[config.mk]
export PLATFORM = sky130hd
export DESIGN_NAME = tlviu_top
export DESIGN_NICKNAME = d
export VERILOG_FILES = /design/src/rtl/tlviu_pkg.sv /design/src/rtl/tlviu_top.sv
export SDC_FILE = /design/constraint.sdc
export NUM_CORES = 1
export LEC_CHECK = 0
export ABC_CLOCK_PERIOD_IN_PS = 3600
export BUFFER_PORTS_ARGS = -buffer_cell sky130_fd_sc_hd__buf_2
export CAP_MARGIN = 20
export CORE_MARGIN = 1
export CORE_UTILIZATION = 46
export DETAILED_ROUTE_END_ITERATION = 6
export HOLD_SLACK_MARGIN = 0.12
export PLACE_DENSITY = 0.7
export SLEW_MARGIN = 15
export SYNTH_ARGS = -nofsm -noshare
export SYNTH_HDL_FRONTEND = slang
export SYNTH_SLANG_ARGS = --single-unit
export TNS_END_PERCENT = 10
[constraint.sdc]
create_clock -name i_core_clk -period 3.6 [get_ports i_core_clk]
set_input_delay 0.18 -clock i_core_clk [delete_from_list [all_inputs] [get_ports i_core_clk]]
set_output_delay 0.18 -clock i_core_clk [all_outputs]
set_load 0.05 [all_outputs]
[src/rtl/tlviu_pkg.sv]
// shared constants and carrier types of the interrupt unit
package tlviu_pkg;
    // register indices; byte address is four times the index
    localparam logic [7:0] IDX_EN_MAIN = 8'ha8;
    localparam logic [7:0] IDX_PRI_MAIN = 8'hb8;
    localparam logic [7:0] IDX_FLAGS = 8'hc0;
    localparam logic [7:0] IDX_EXT_EN = 8'he8;
    localparam logic [7:0] IDX_EXT_POL = 8'he9;
    localparam logic [7:0] IDX_EXT_PRI = 8'hf8;
    localparam logic [7:0] IDX_STATUS = 8'hd0;
    localparam logic [7:0] RST_BYTE = 8'h00;
    // field positions in the main enable register
    localparam int GIE_BIT = 7;
    localparam int T2_BIT = 6;
    localparam int RSV_BIT = 5;
    localparam int UART_BIT = 4;
    localparam int T1_BIT = 3;
    localparam int X1_BIT = 2;
    localparam int T0_BIT = 1;
    localparam int X0_BIT = 0;
    // main priority register has no bits 7 and 5
    localparam logic [7:0] PRI_MAIN_MASK = 8'h5f;
    localparam int NSRC = 14;
    // vector table in fixed arbitration order, highest first
    localparam logic [15:0] VEC_X0 = 16'h0003;
    localparam logic [15:0] VEC_X5 = 16'h0053;
    localparam logic [15:0] VEC_T0 = 16'h000b;
    localparam logic [15:0] VEC_T2 = 16'h002b;
    localparam logic [15:0] VEC_X6 = 16'h005b;
    localparam logic [15:0] VEC_X1 = 16'h0013;
    localparam logic [15:0] VEC_X2 = 16'h003b;
    localparam logic [15:0] VEC_X7 = 16'h0063;
    localparam logic [15:0] VEC_T1 = 16'h001b;
    localparam logic [15:0] VEC_X3 = 16'h0043;
    localparam logic [15:0] VEC_X8 = 16'h006b;
    localparam logic [15:0] VEC_S0 = 16'h0023;
    localparam logic [15:0] VEC_X4 = 16'h004b;
    localparam logic [15:0] VEC_X9 = 16'h0073;

    // request presented to the processor core
    typedef struct packed {
        logic valid;
        logic high;
        logic [3:0] src;
        logic [15:0] vector;
    } tlviu_core_req_t;
endpackage

[src/rtl/tlviu_top.sv]
// two-level vectored interrupt unit with apb register access
//
// What this block does
// - fourteen sources: ext 0-9, three timers, uart
// - two nested priority levels with preemption
// - port 1 pins are ext requests 2-9
// - enabled port-1 request wakes from power-down
// - polarity bit 1 high, 0 low
// - hardware sets flag, only software clears it
// - port-1 level held one machine cycle
// - service starts no earlier than next cycle
// - each source has its own fixed vector
// - disabled source is never serviced
// - global enable gates every source
// - enable bit 0 disables, 1 enables
// - priority bit 0 low, 1 high
// - high request beats simultaneous low request
// - low routine preempted only by high
// - high routine is never interrupted
// - main priority map, bits 7 and 5 unused
// - polarity bit n controls ext n+2
`timescale 1ns/100ps
module tlviu_top
    import tlviu_pkg::*;
(
    input wire logic i_core_clk,
    input wire logic i_rst_n,
    input wire logic i_psel,
    input wire logic i_penable,
    input wire logic i_pwrite,
    input wire logic [11:0] i_paddr,
    input wire logic [31:0] i_pwdata,
    output logic [31:0] o_prdata,
    output logic o_pready,
    output logic o_pslverr,
    input wire logic [1:0] i_ext_n,
    input wire logic [7:0] i_port1,
    input wire logic [2:0] i_timer_req,
    input wire logic i_uart_req,
    input wire logic i_irq_ack,
    input wire logic i_irq_return,
    input wire logic i_power_down,
    output tlviu_core_req_t o_core_req,
    output logic o_wake
);

    ////////////////////////////////////////////////////////////////////
    // helper functions

    // vector of a source by its arbitration index
    function automatic logic [15:0] vec_of(input logic [3:0] idx);
        logic [15:0] v;
        v = VEC_X9;
        unique case (idx)
            4'h0: v = VEC_X0;
            4'h1: v = VEC_X5;
            4'h2: v = VEC_T0;
            4'h3: v = VEC_T2;
            4'h4: v = VEC_X6;
            4'h5: v = VEC_X1;
            4'h6: v = VEC_X2;
            4'h7: v = VEC_X7;
            4'h8: v = VEC_T1;
            4'h9: v = VEC_X3;
            4'ha: v = VEC_X8;
            4'hb: v = VEC_S0;
            4'hc: v = VEC_X4;
            4'hd: v = VEC_X9;
            default: v = VEC_X9;
        endcase
        return v;
    endfunction

    // lowest set bit wins, that is the earliest in the fixed order
    function automatic logic [3:0] first_of(input logic [NSRC-1:0] m);
        logic [3:0] r;
        r = 4'h0;
        for (int i = NSRC - 1; i >= 0; i--) begin
            if (m[i]) begin
                r = 4'(i);
            end
        end
        return r;
    endfunction

    ////////////////////////////////////////////////////////////////////
    // pin synchronisers

    logic [9:0] s1_reg;
    logic [9:0] s2_reg;
    logic [9:0] s3_reg;
    logic [9:0] pin_reg;

    // three stages; a change counts once stages two and three agree
    always_ff @(posedge i_core_clk or negedge i_rst_n) begin
        if (!i_rst_n) begin
            s1_reg <= 10'h3ff;
            s2_reg <= 10'h3ff;
            s3_reg <= 10'h3ff;
            pin_reg <= 10'h3ff;
        end else begin
            s1_reg <= {i_ext_n, i_port1};
            s2_reg <= s1_reg;
            s3_reg <= s2_reg;
            for (int i = 0; i < 10; i++) begin
                if (s2_reg[i] == s3_reg[i]) begin
                    pin_reg[i] <= s3_reg[i];
                end
            end
        end
    end

    ////////////////////////////////////////////////////////////////////
    // registers

    logic [7:0] en_main_reg;
    logic [7:0] pri_main_reg;
    logic [7:0] flags_reg;
    logic [7:0] ext_en_reg;
    logic [7:0] pol_reg;
    logic [7:0] ext_pri_reg;
    logic [7:0] act_d_reg;
    logic [7:0] p1_act;
    logic [7:0] p1_set;
    logic wr;
    logic rd_setup;
    logic [7:0] idx;
    logic mapped;

    assign idx = i_paddr[9:2];
    assign wr = i_psel && i_penable && i_pwrite;
    assign rd_setup = i_psel && !i_penable;
    assign mapped = (i_paddr[11:10] == 2'b00) &&
        (idx == IDX_EN_MAIN || idx == IDX_PRI_MAIN ||
         idx == IDX_FLAGS || idx == IDX_EXT_EN ||
         idx == IDX_EXT_POL || idx == IDX_EXT_PRI ||
         idx == IDX_STATUS);

    // plain software registers, written in the access phase
    always_ff @(posedge i_core_clk or negedge i_rst_n) begin
        if (!i_rst_n) begin
            en_main_reg <= RST_BYTE;
            pri_main_reg <= RST_BYTE;
            ext_en_reg <= RST_BYTE;
            pol_reg <= RST_BYTE;
            ext_pri_reg <= RST_BYTE;
        end else if (wr && mapped) begin
            unique case (idx)
                IDX_EN_MAIN: en_main_reg <= i_pwdata[7:0];
                IDX_PRI_MAIN:
                    pri_main_reg <= i_pwdata[7:0] & PRI_MAIN_MASK;
                IDX_EXT_EN: ext_en_reg <= i_pwdata[7:0];
                IDX_EXT_POL: pol_reg <= i_pwdata[7:0];
                IDX_EXT_PRI: ext_pri_reg <= i_pwdata[7:0];
                default: ;
            endcase
        end
    end

    // polarity: 1 means active high, 0 active low
    assign p1_act = ~(pin_reg[7:0] ^ pol_reg);
    // active now and one cycle before: a full machine cycle held
    assign p1_set = p1_act & act_d_reg & ext_en_reg;

    always_ff @(posedge i_core_clk or negedge i_rst_n) begin
        if (!i_rst_n) begin
            act_d_reg <= RST_BYTE;
        end else begin
            act_d_reg <= p1_act;
        end
    end

    // a set in the cycle of a software write wins over the clear
    always_ff @(posedge i_core_clk or negedge i_rst_n) begin
        if (!i_rst_n) begin
            flags_reg <= RST_BYTE;
        end else if (wr && idx == IDX_FLAGS && mapped) begin
            flags_reg <= i_pwdata[7:0] | p1_set;
        end else begin
            flags_reg <= flags_reg | p1_set;
        end
    end

    ////////////////////////////////////////////////////////////////////
    // sources in fixed arbitration order

    logic [NSRC-1:0] req_ord;
    logic [NSRC-1:0] en_ord;
    logic [NSRC-1:0] pri_ord;
    logic [NSRC-1:0] pend;
    logic [NSRC-1:0] hi_pend;
    logic [NSRC-1:0] lo_pend;
    logic [7:0] m;
    logic [7:0] p;

    assign m = en_main_reg;
    assign p = pri_main_reg;
    // port-1 flags feed arbitration, so service trails recognition
    assign req_ord = {flags_reg[7], flags_reg[2], i_uart_req,
        flags_reg[6], flags_reg[1], i_timer_req[1], flags_reg[5],
        flags_reg[0], ~pin_reg[9], flags_reg[4], i_timer_req[2],
        i_timer_req[0], flags_reg[3], ~pin_reg[8]};
    assign en_ord = {ext_en_reg[7], ext_en_reg[2], m[UART_BIT],
        ext_en_reg[6], ext_en_reg[1], m[T1_BIT], ext_en_reg[5],
        ext_en_reg[0], m[X1_BIT], ext_en_reg[4], m[T2_BIT],
        m[T0_BIT], ext_en_reg[3], m[X0_BIT]};
    assign pri_ord = {ext_pri_reg[7], ext_pri_reg[2], p[UART_BIT],
        ext_pri_reg[6], ext_pri_reg[1], p[T1_BIT], ext_pri_reg[5],
        ext_pri_reg[0], p[X1_BIT], ext_pri_reg[4], p[T2_BIT],
        p[T0_BIT], ext_pri_reg[3], p[X0_BIT]};
    assign pend = req_ord & en_ord;
    assign hi_pend = pend & pri_ord;
    assign lo_pend = pend & ~pri_ord;

    ////////////////////////////////////////////////////////////////////
    // nesting and arbitration

    logic act_hi_reg;
    logic act_lo_reg;
    logic gie;
    logic can_hi;
    logic can_lo;
    logic take;
    tlviu_core_req_t req_reg;
    tlviu_core_req_t req_next;

    assign gie = en_main_reg[GIE_BIT];
    assign can_hi = gie && !act_hi_reg;
    assign can_lo = can_hi && !act_lo_reg;
    assign take = i_irq_ack && req_reg.valid;

    // high level first, then fixed order inside the level
    always_comb begin
        req_next = '0;
        if (can_hi && |hi_pend) begin
            req_next.valid = 1'b1;
            req_next.high = 1'b1;
            req_next.src = first_of(hi_pend);
        end else if (can_lo && |lo_pend) begin
            req_next.valid = 1'b1;
            req_next.src = first_of(lo_pend);
        end
        req_next.vector = vec_of(req_next.src);
        if (take) begin
            req_next = '0;
        end
    end

    // dropped for a cycle after an ack so the core sees a clean edge
    always_ff @(posedge i_core_clk or negedge i_rst_n) begin
        if (!i_rst_n) begin
            req_reg <= '0;
        end else begin
            req_reg <= req_next;
        end
    end

    // in-service levels; a return ends the highest one running
    always_ff @(posedge i_core_clk or negedge i_rst_n) begin
        if (!i_rst_n) begin
            act_hi_reg <= 1'b0;
            act_lo_reg <= 1'b0;
        end else if (take) begin
            if (req_reg.high) begin
                act_hi_reg <= 1'b1;
            end else begin
                act_lo_reg <= 1'b1;
            end
        end else if (i_irq_return) begin
            if (act_hi_reg) begin
                act_hi_reg <= 1'b0;
            end else begin
                act_lo_reg <= 1'b0;
            end
        end
    end

    assign o_core_req = req_reg;

    ////////////////////////////////////////////////////////////////////
    // wake-up from power-down

    always_ff @(posedge i_core_clk or negedge i_rst_n) begin
        if (!i_rst_n) begin
            o_wake <= 1'b0;
        end else begin
            o_wake <= i_power_down && |p1_set;
        end
    end

    ////////////////////////////////////////////////////////////////////
    // apb read path; data latched in setup, answer with no wait

    always_ff @(posedge i_core_clk or negedge i_rst_n) begin
        if (!i_rst_n) begin
            o_prdata <= 32'h0000_0000;
        end else if (rd_setup) begin
            o_prdata <= 32'h0000_0000;
            if (mapped) begin
                unique case (idx)
                    IDX_EN_MAIN: o_prdata[7:0] <= en_main_reg;
                    IDX_PRI_MAIN: o_prdata[7:0] <= pri_main_reg;
                    IDX_FLAGS: o_prdata[7:0] <= flags_reg;
                    IDX_EXT_EN: o_prdata[7:0] <= ext_en_reg;
                    IDX_EXT_POL: o_prdata[7:0] <= pol_reg;
                    IDX_EXT_PRI: o_prdata[7:0] <= ext_pri_reg;
                    default: o_prdata[7:0] <= {act_hi_reg, act_lo_reg,
                        req_reg.valid, req_reg.high, req_reg.src};
                endcase
            end
        end
    end

    assign o_pready = 1'b1;
    assign o_pslverr = i_psel && i_penable && !mapped;
endmodule

==> flow_metrics.env <==
export IMPL_run_status="complete, but fails checks"
export IMPL_failed_checks="DRC"
export IMPL_reg2regPathDepth=9
export IMPL_cts_root_buf="sky130_fd_sc_hd__clkbuf_16"
export IMPL_maxCapViolations=0
export IMPL_detailedRoute_firstIterationViolations=254
export IMPL_setup_worst_path_class="flop to flop"
export IMPL_globalRoute_totalOverflow=0
export IMPL_cts_buffers=17
export IMPL_top_level_ports=123
export IMPL_yosys_cell_types_count=57
export IMPL_number_of_antenna_violations_at_the_first_check_in_global_routing=0
export IMPL_yosys_most_used_dff="sky130_fd_sc_hd__dfrtp_1"
export IMPL_worst_slack_ns=0.624
export IMPL_h_tree_level_count=4
export IMPL_post_synth_cell_area_avg_um2=11.8
export IMPL_power_density_cell_area_nw_per_um2=498
export IMPL_placement_io_buffers=61
export IMPL_grt_first_pass_wirelength_um=21300
export IMPL_n_fill_cell=962
export IMPL_finalHoldViolCount=0
export IMPL_cellInternalPower_mw=2.58
export IMPL_most_frequent_cells_after_synthesis="sky130_fd_sc_hd__dfrtp_1, sky130_fd_sc_hd__mux2_2, sky130_fd_sc_hd__dfstp_2"
export IMPL_routedLengthMet1_um=5800
export IMPL_fp_dieArea_um2=12300
export IMPL_post_synth_top_count_cell="sky130_fd_sc_hd__dfrtp_1"
export IMPL_synth_yosys_warnings=0
export IMPL_synth_compound_gate_area_share_pct=10.7
export IMPL_cp_data_arrival_time_ns=3.28
export IMPL_clk_latency_ns=0.42
export IMPL_routability_cong=0.856
export IMPL_totalWireLength_um=13400
export IMPL_final_max_slew_violation_count=0
export IMPL_ys_ff_latch=116
export IMPL_synth_cell_area_um2=5470
export IMPL_timing_critical_path_fanout_max=5
export IMPL_num_rows=39
export IMPL_fin_nets=629
export IMPL_clock_skew_final_ns=0.00737
export IMPL_clock_sinks=116
export IMPL_global_router_s_overall_resource_usage_pct=23.3
export IMPL_final_layout_size_suffix_gt1_share_pct=34.5
export IMPL_seq_area_frac_synth_pct=54.0
export IMPL_dr_pass1_iters=7
export IMPL_preCtsSetupSlack_ns=0.642
export IMPL_post_synth_mux_area_share_pct=10.9
export IMPL_p_sw_uw=747
export IMPL_floorplan_die_width_um=111
export IMPL_rsz_0062_raised_after_global_routing="no"
export IMPL_wl_met2_um=6550
export IMPL_cts_path_max_buffers=2
export IMPL_ant_nets=0
export IMPL_setup_total_negative_slack_ns=0
export IMPL_grt_pass1_vias=4023
export IMPL_syn_instance_count=462
export IMPL_via_count=4011
export IMPL_seq_power_share_pct=41.6
export IMPL_pwr_share_clk_pct=52.2
export IMPL_period_needed_ns=2.98
export IMPL_async_flop_share_pct=100
export IMPL_finalCritPeriodShare_pct=82.7
export IMPL_initial_utilization_pct=47.5
export IMPL_dieHeight_um=111
export IMPL_synth_simple_gate_area_share_pct=13.7
export IMPL_synth_edf_count=0
export IMPL_synthesis_to_finish_area_growth_pct=21.9
export IMPL_worst_slew_pin_tran_ns=0.866
export IMPL_multiInputGateArea_um2=2310
export IMPL_cts_tree="done"
export IMPL_met3_length_um=831
export IMPL_n_antenna_cell=0
export IMPL_routed_length_per_instance_um=18.8
export IMPL_post_synth_xor_area_fraction_pct=1.28
export IMPL_clkTransAtPathRegs_ns=0.05
export IMPL_post_layout_total_power_mw=3.32
export IMPL_netlist_top_cells_area="sky130_fd_sc_hd__dfrtp_1, sky130_fd_sc_hd__dfstp_2, sky130_fd_sc_hd__mux2_2"
export IMPL_setup_viol_count_final=0
export IMPL_cp_end_kind="flop"
export IMPL_yosys_area_share_adder_pct=3.18
export IMPL_synth_top_family_by_area="simple AND/OR/NAND/NOR gates"
export IMPL_top_layer="met4"
export IMPL_p_leak_nw=3.09
export IMPL_setup_worst_path_start_class="flop"
export IMPL_crit_required_ns=3.91
export IMPL_yosys_area_top_type="sky130_fd_sc_hd__dfrtp_1"
export IMPL_timing_slew_headroom_pct=41.8
export IMPL_maximum_number_of_pins_on_one_net_before_global_route_repair=88
export IMPL_drcViolationCount=34
export IMPL_pwr_share_comb_pct=6.2
export IMPL_final_seq_area_um2=2950
export IMPL_synth_top_cell_area_share_pct=34.8
export IMPL_core_um2=11500
export IMPL_switching_share_pct=22.5
export IMPL_worstHoldPathType="input pin to async pin"
export IMPL_via_cell_ratio=5.62
export IMPL_hpwl_um=9050
export IMPL_power_ir_vdd_worst_v=0.000353
export IMPL_achievable_frequency_mhz=336
export IMPL_flip_flop_count_of_the_largest_register_after_layout=11
==> cells in the final DEF, fill, tap and decap left out, types with 8 or more instances in the layout <==
cell                             n
sky130_fd_sc_hd__dfstp_2        40
sky130_fd_sc_hd__a21oi_1         9
sky130_fd_sc_hd__nand3_1        20
sky130_fd_sc_hd__dfrtp_1        76
sky130_fd_sc_hd__conb_1         35
sky130_fd_sc_hd__nor2_1         21
sky130_fd_sc_hd__o21ai_0        17
sky130_fd_sc_hd__nand3b_1        9
sky130_fd_sc_hd__a22o_1         13
sky130_fd_sc_hd__mux2i_1        10
sky130_fd_sc_hd__maj3_1         10
sky130_fd_sc_hd__clkbuf_16      17
sky130_fd_sc_hd__buf_2          60
sky130_fd_sc_hd__dlygate4sd3_1  21
sky130_fd_sc_hd__xnor2_1         8
sky130_fd_sc_hd__mux2_2         44
sky130_fd_sc_hd__nand2_1        38
==> worst paths after layout <==
kind                                  from       endpoint  slack (ns)
min in group i_core_clk         i_paddr[7]   flags_reg[0]        0.26
worst min-delay path               i_rst_n         o_wake        0.23
worst max register to register  pin_reg[8]  o_core_req[3]        0.62
worst max-delay path            pin_reg[8]  o_core_req[3]        0.62
worst min register to register   s1_reg[9]      s2_reg[9]        0.35
max in group asynchronous          i_rst_n    o_prdata[3]        2.45
==> metal layers <==
metal,track usage [%],vias up
li1,-,1818
met1,29.1,1998
met2,38.0,172
met3,6.29,23
met4,10.6,0
met5,0,-
==> logic make-up after synthesis <==
family	after synthesis
multiplexers	54
XOR/XNOR	8
buffers and inverters	51
AND/OR/NAND/NOR	136
adder cells (fa/ha/maj)	16
other	2
flip-flops	116
AO/OA/AOI/OAI	79
==> layout make-up <==
cell class / count / area share [%]
inverters: 6 / 0.338
clock inverters: 9 / 1.90
multi-input cells: 328 / 34.6
flip-flops and latches: 116 / 44.3
well taps: 143 / 2.68
clock buffers: 23 / 7.32
repair buffers: 89 / 8.86
==> power by group through the flow <==
stage               Clock (mW)  Combinational (mW)  Sequential [mW]
floorplan                    0               0.144             1.40
global placement             0               0.178             1.40
detailed placement           0               0.182             1.40
CTS                       1.76               0.200             1.38
global route              1.82               0.219             1.39
finish                    1.73               0.204             1.38
==> worst max-delay path, cell delays in order, from the launching register on <==
cell and delay (ns):
sky130_fd_sc_hd__dfstp_2 0.54, sky130_fd_sc_hd__nand3b_1 0.17, sky130_fd_sc_hd__nand4_1 0.23, sky130_fd_sc_hd__o41ai_2 0.46
sky130_fd_sc_hd__o211ai_1 0.15, sky130_fd_sc_hd__o22ai_1 0.42, sky130_fd_sc_hd__inv_1 0.19, sky130_fd_sc_hd__ha_1 0.25
sky130_fd_sc_hd__maj3_2 0.30, sky130_fd_sc_hd__o21a_1 0.17
==> per-stage QoR <==
step / std cells / util (%) / hold slack [ns] / instance area, um^2
after floorplan: 495 / - / -0.116 / 5600
after global placement: 660 / 50.5 / 0.285 / 5820
after detailed placement: 660 / 50.5 / 0.286 / 5820
after CTS: 713 / 57.7 / 0.238 / 6640
after global routing: 714 / 57.9 / 0.235 / 6670
final: 714 / 57.9 / 0.229 / 6670
==> repair_timing <==
item                      in CTS  in global routing
hold endpoints to repair     109                  0
setup buffers                  0                  0
resized for setup              0                  0
hold buffers                  21                  0
Note: power is estimated with default switching activity, not from simulation.
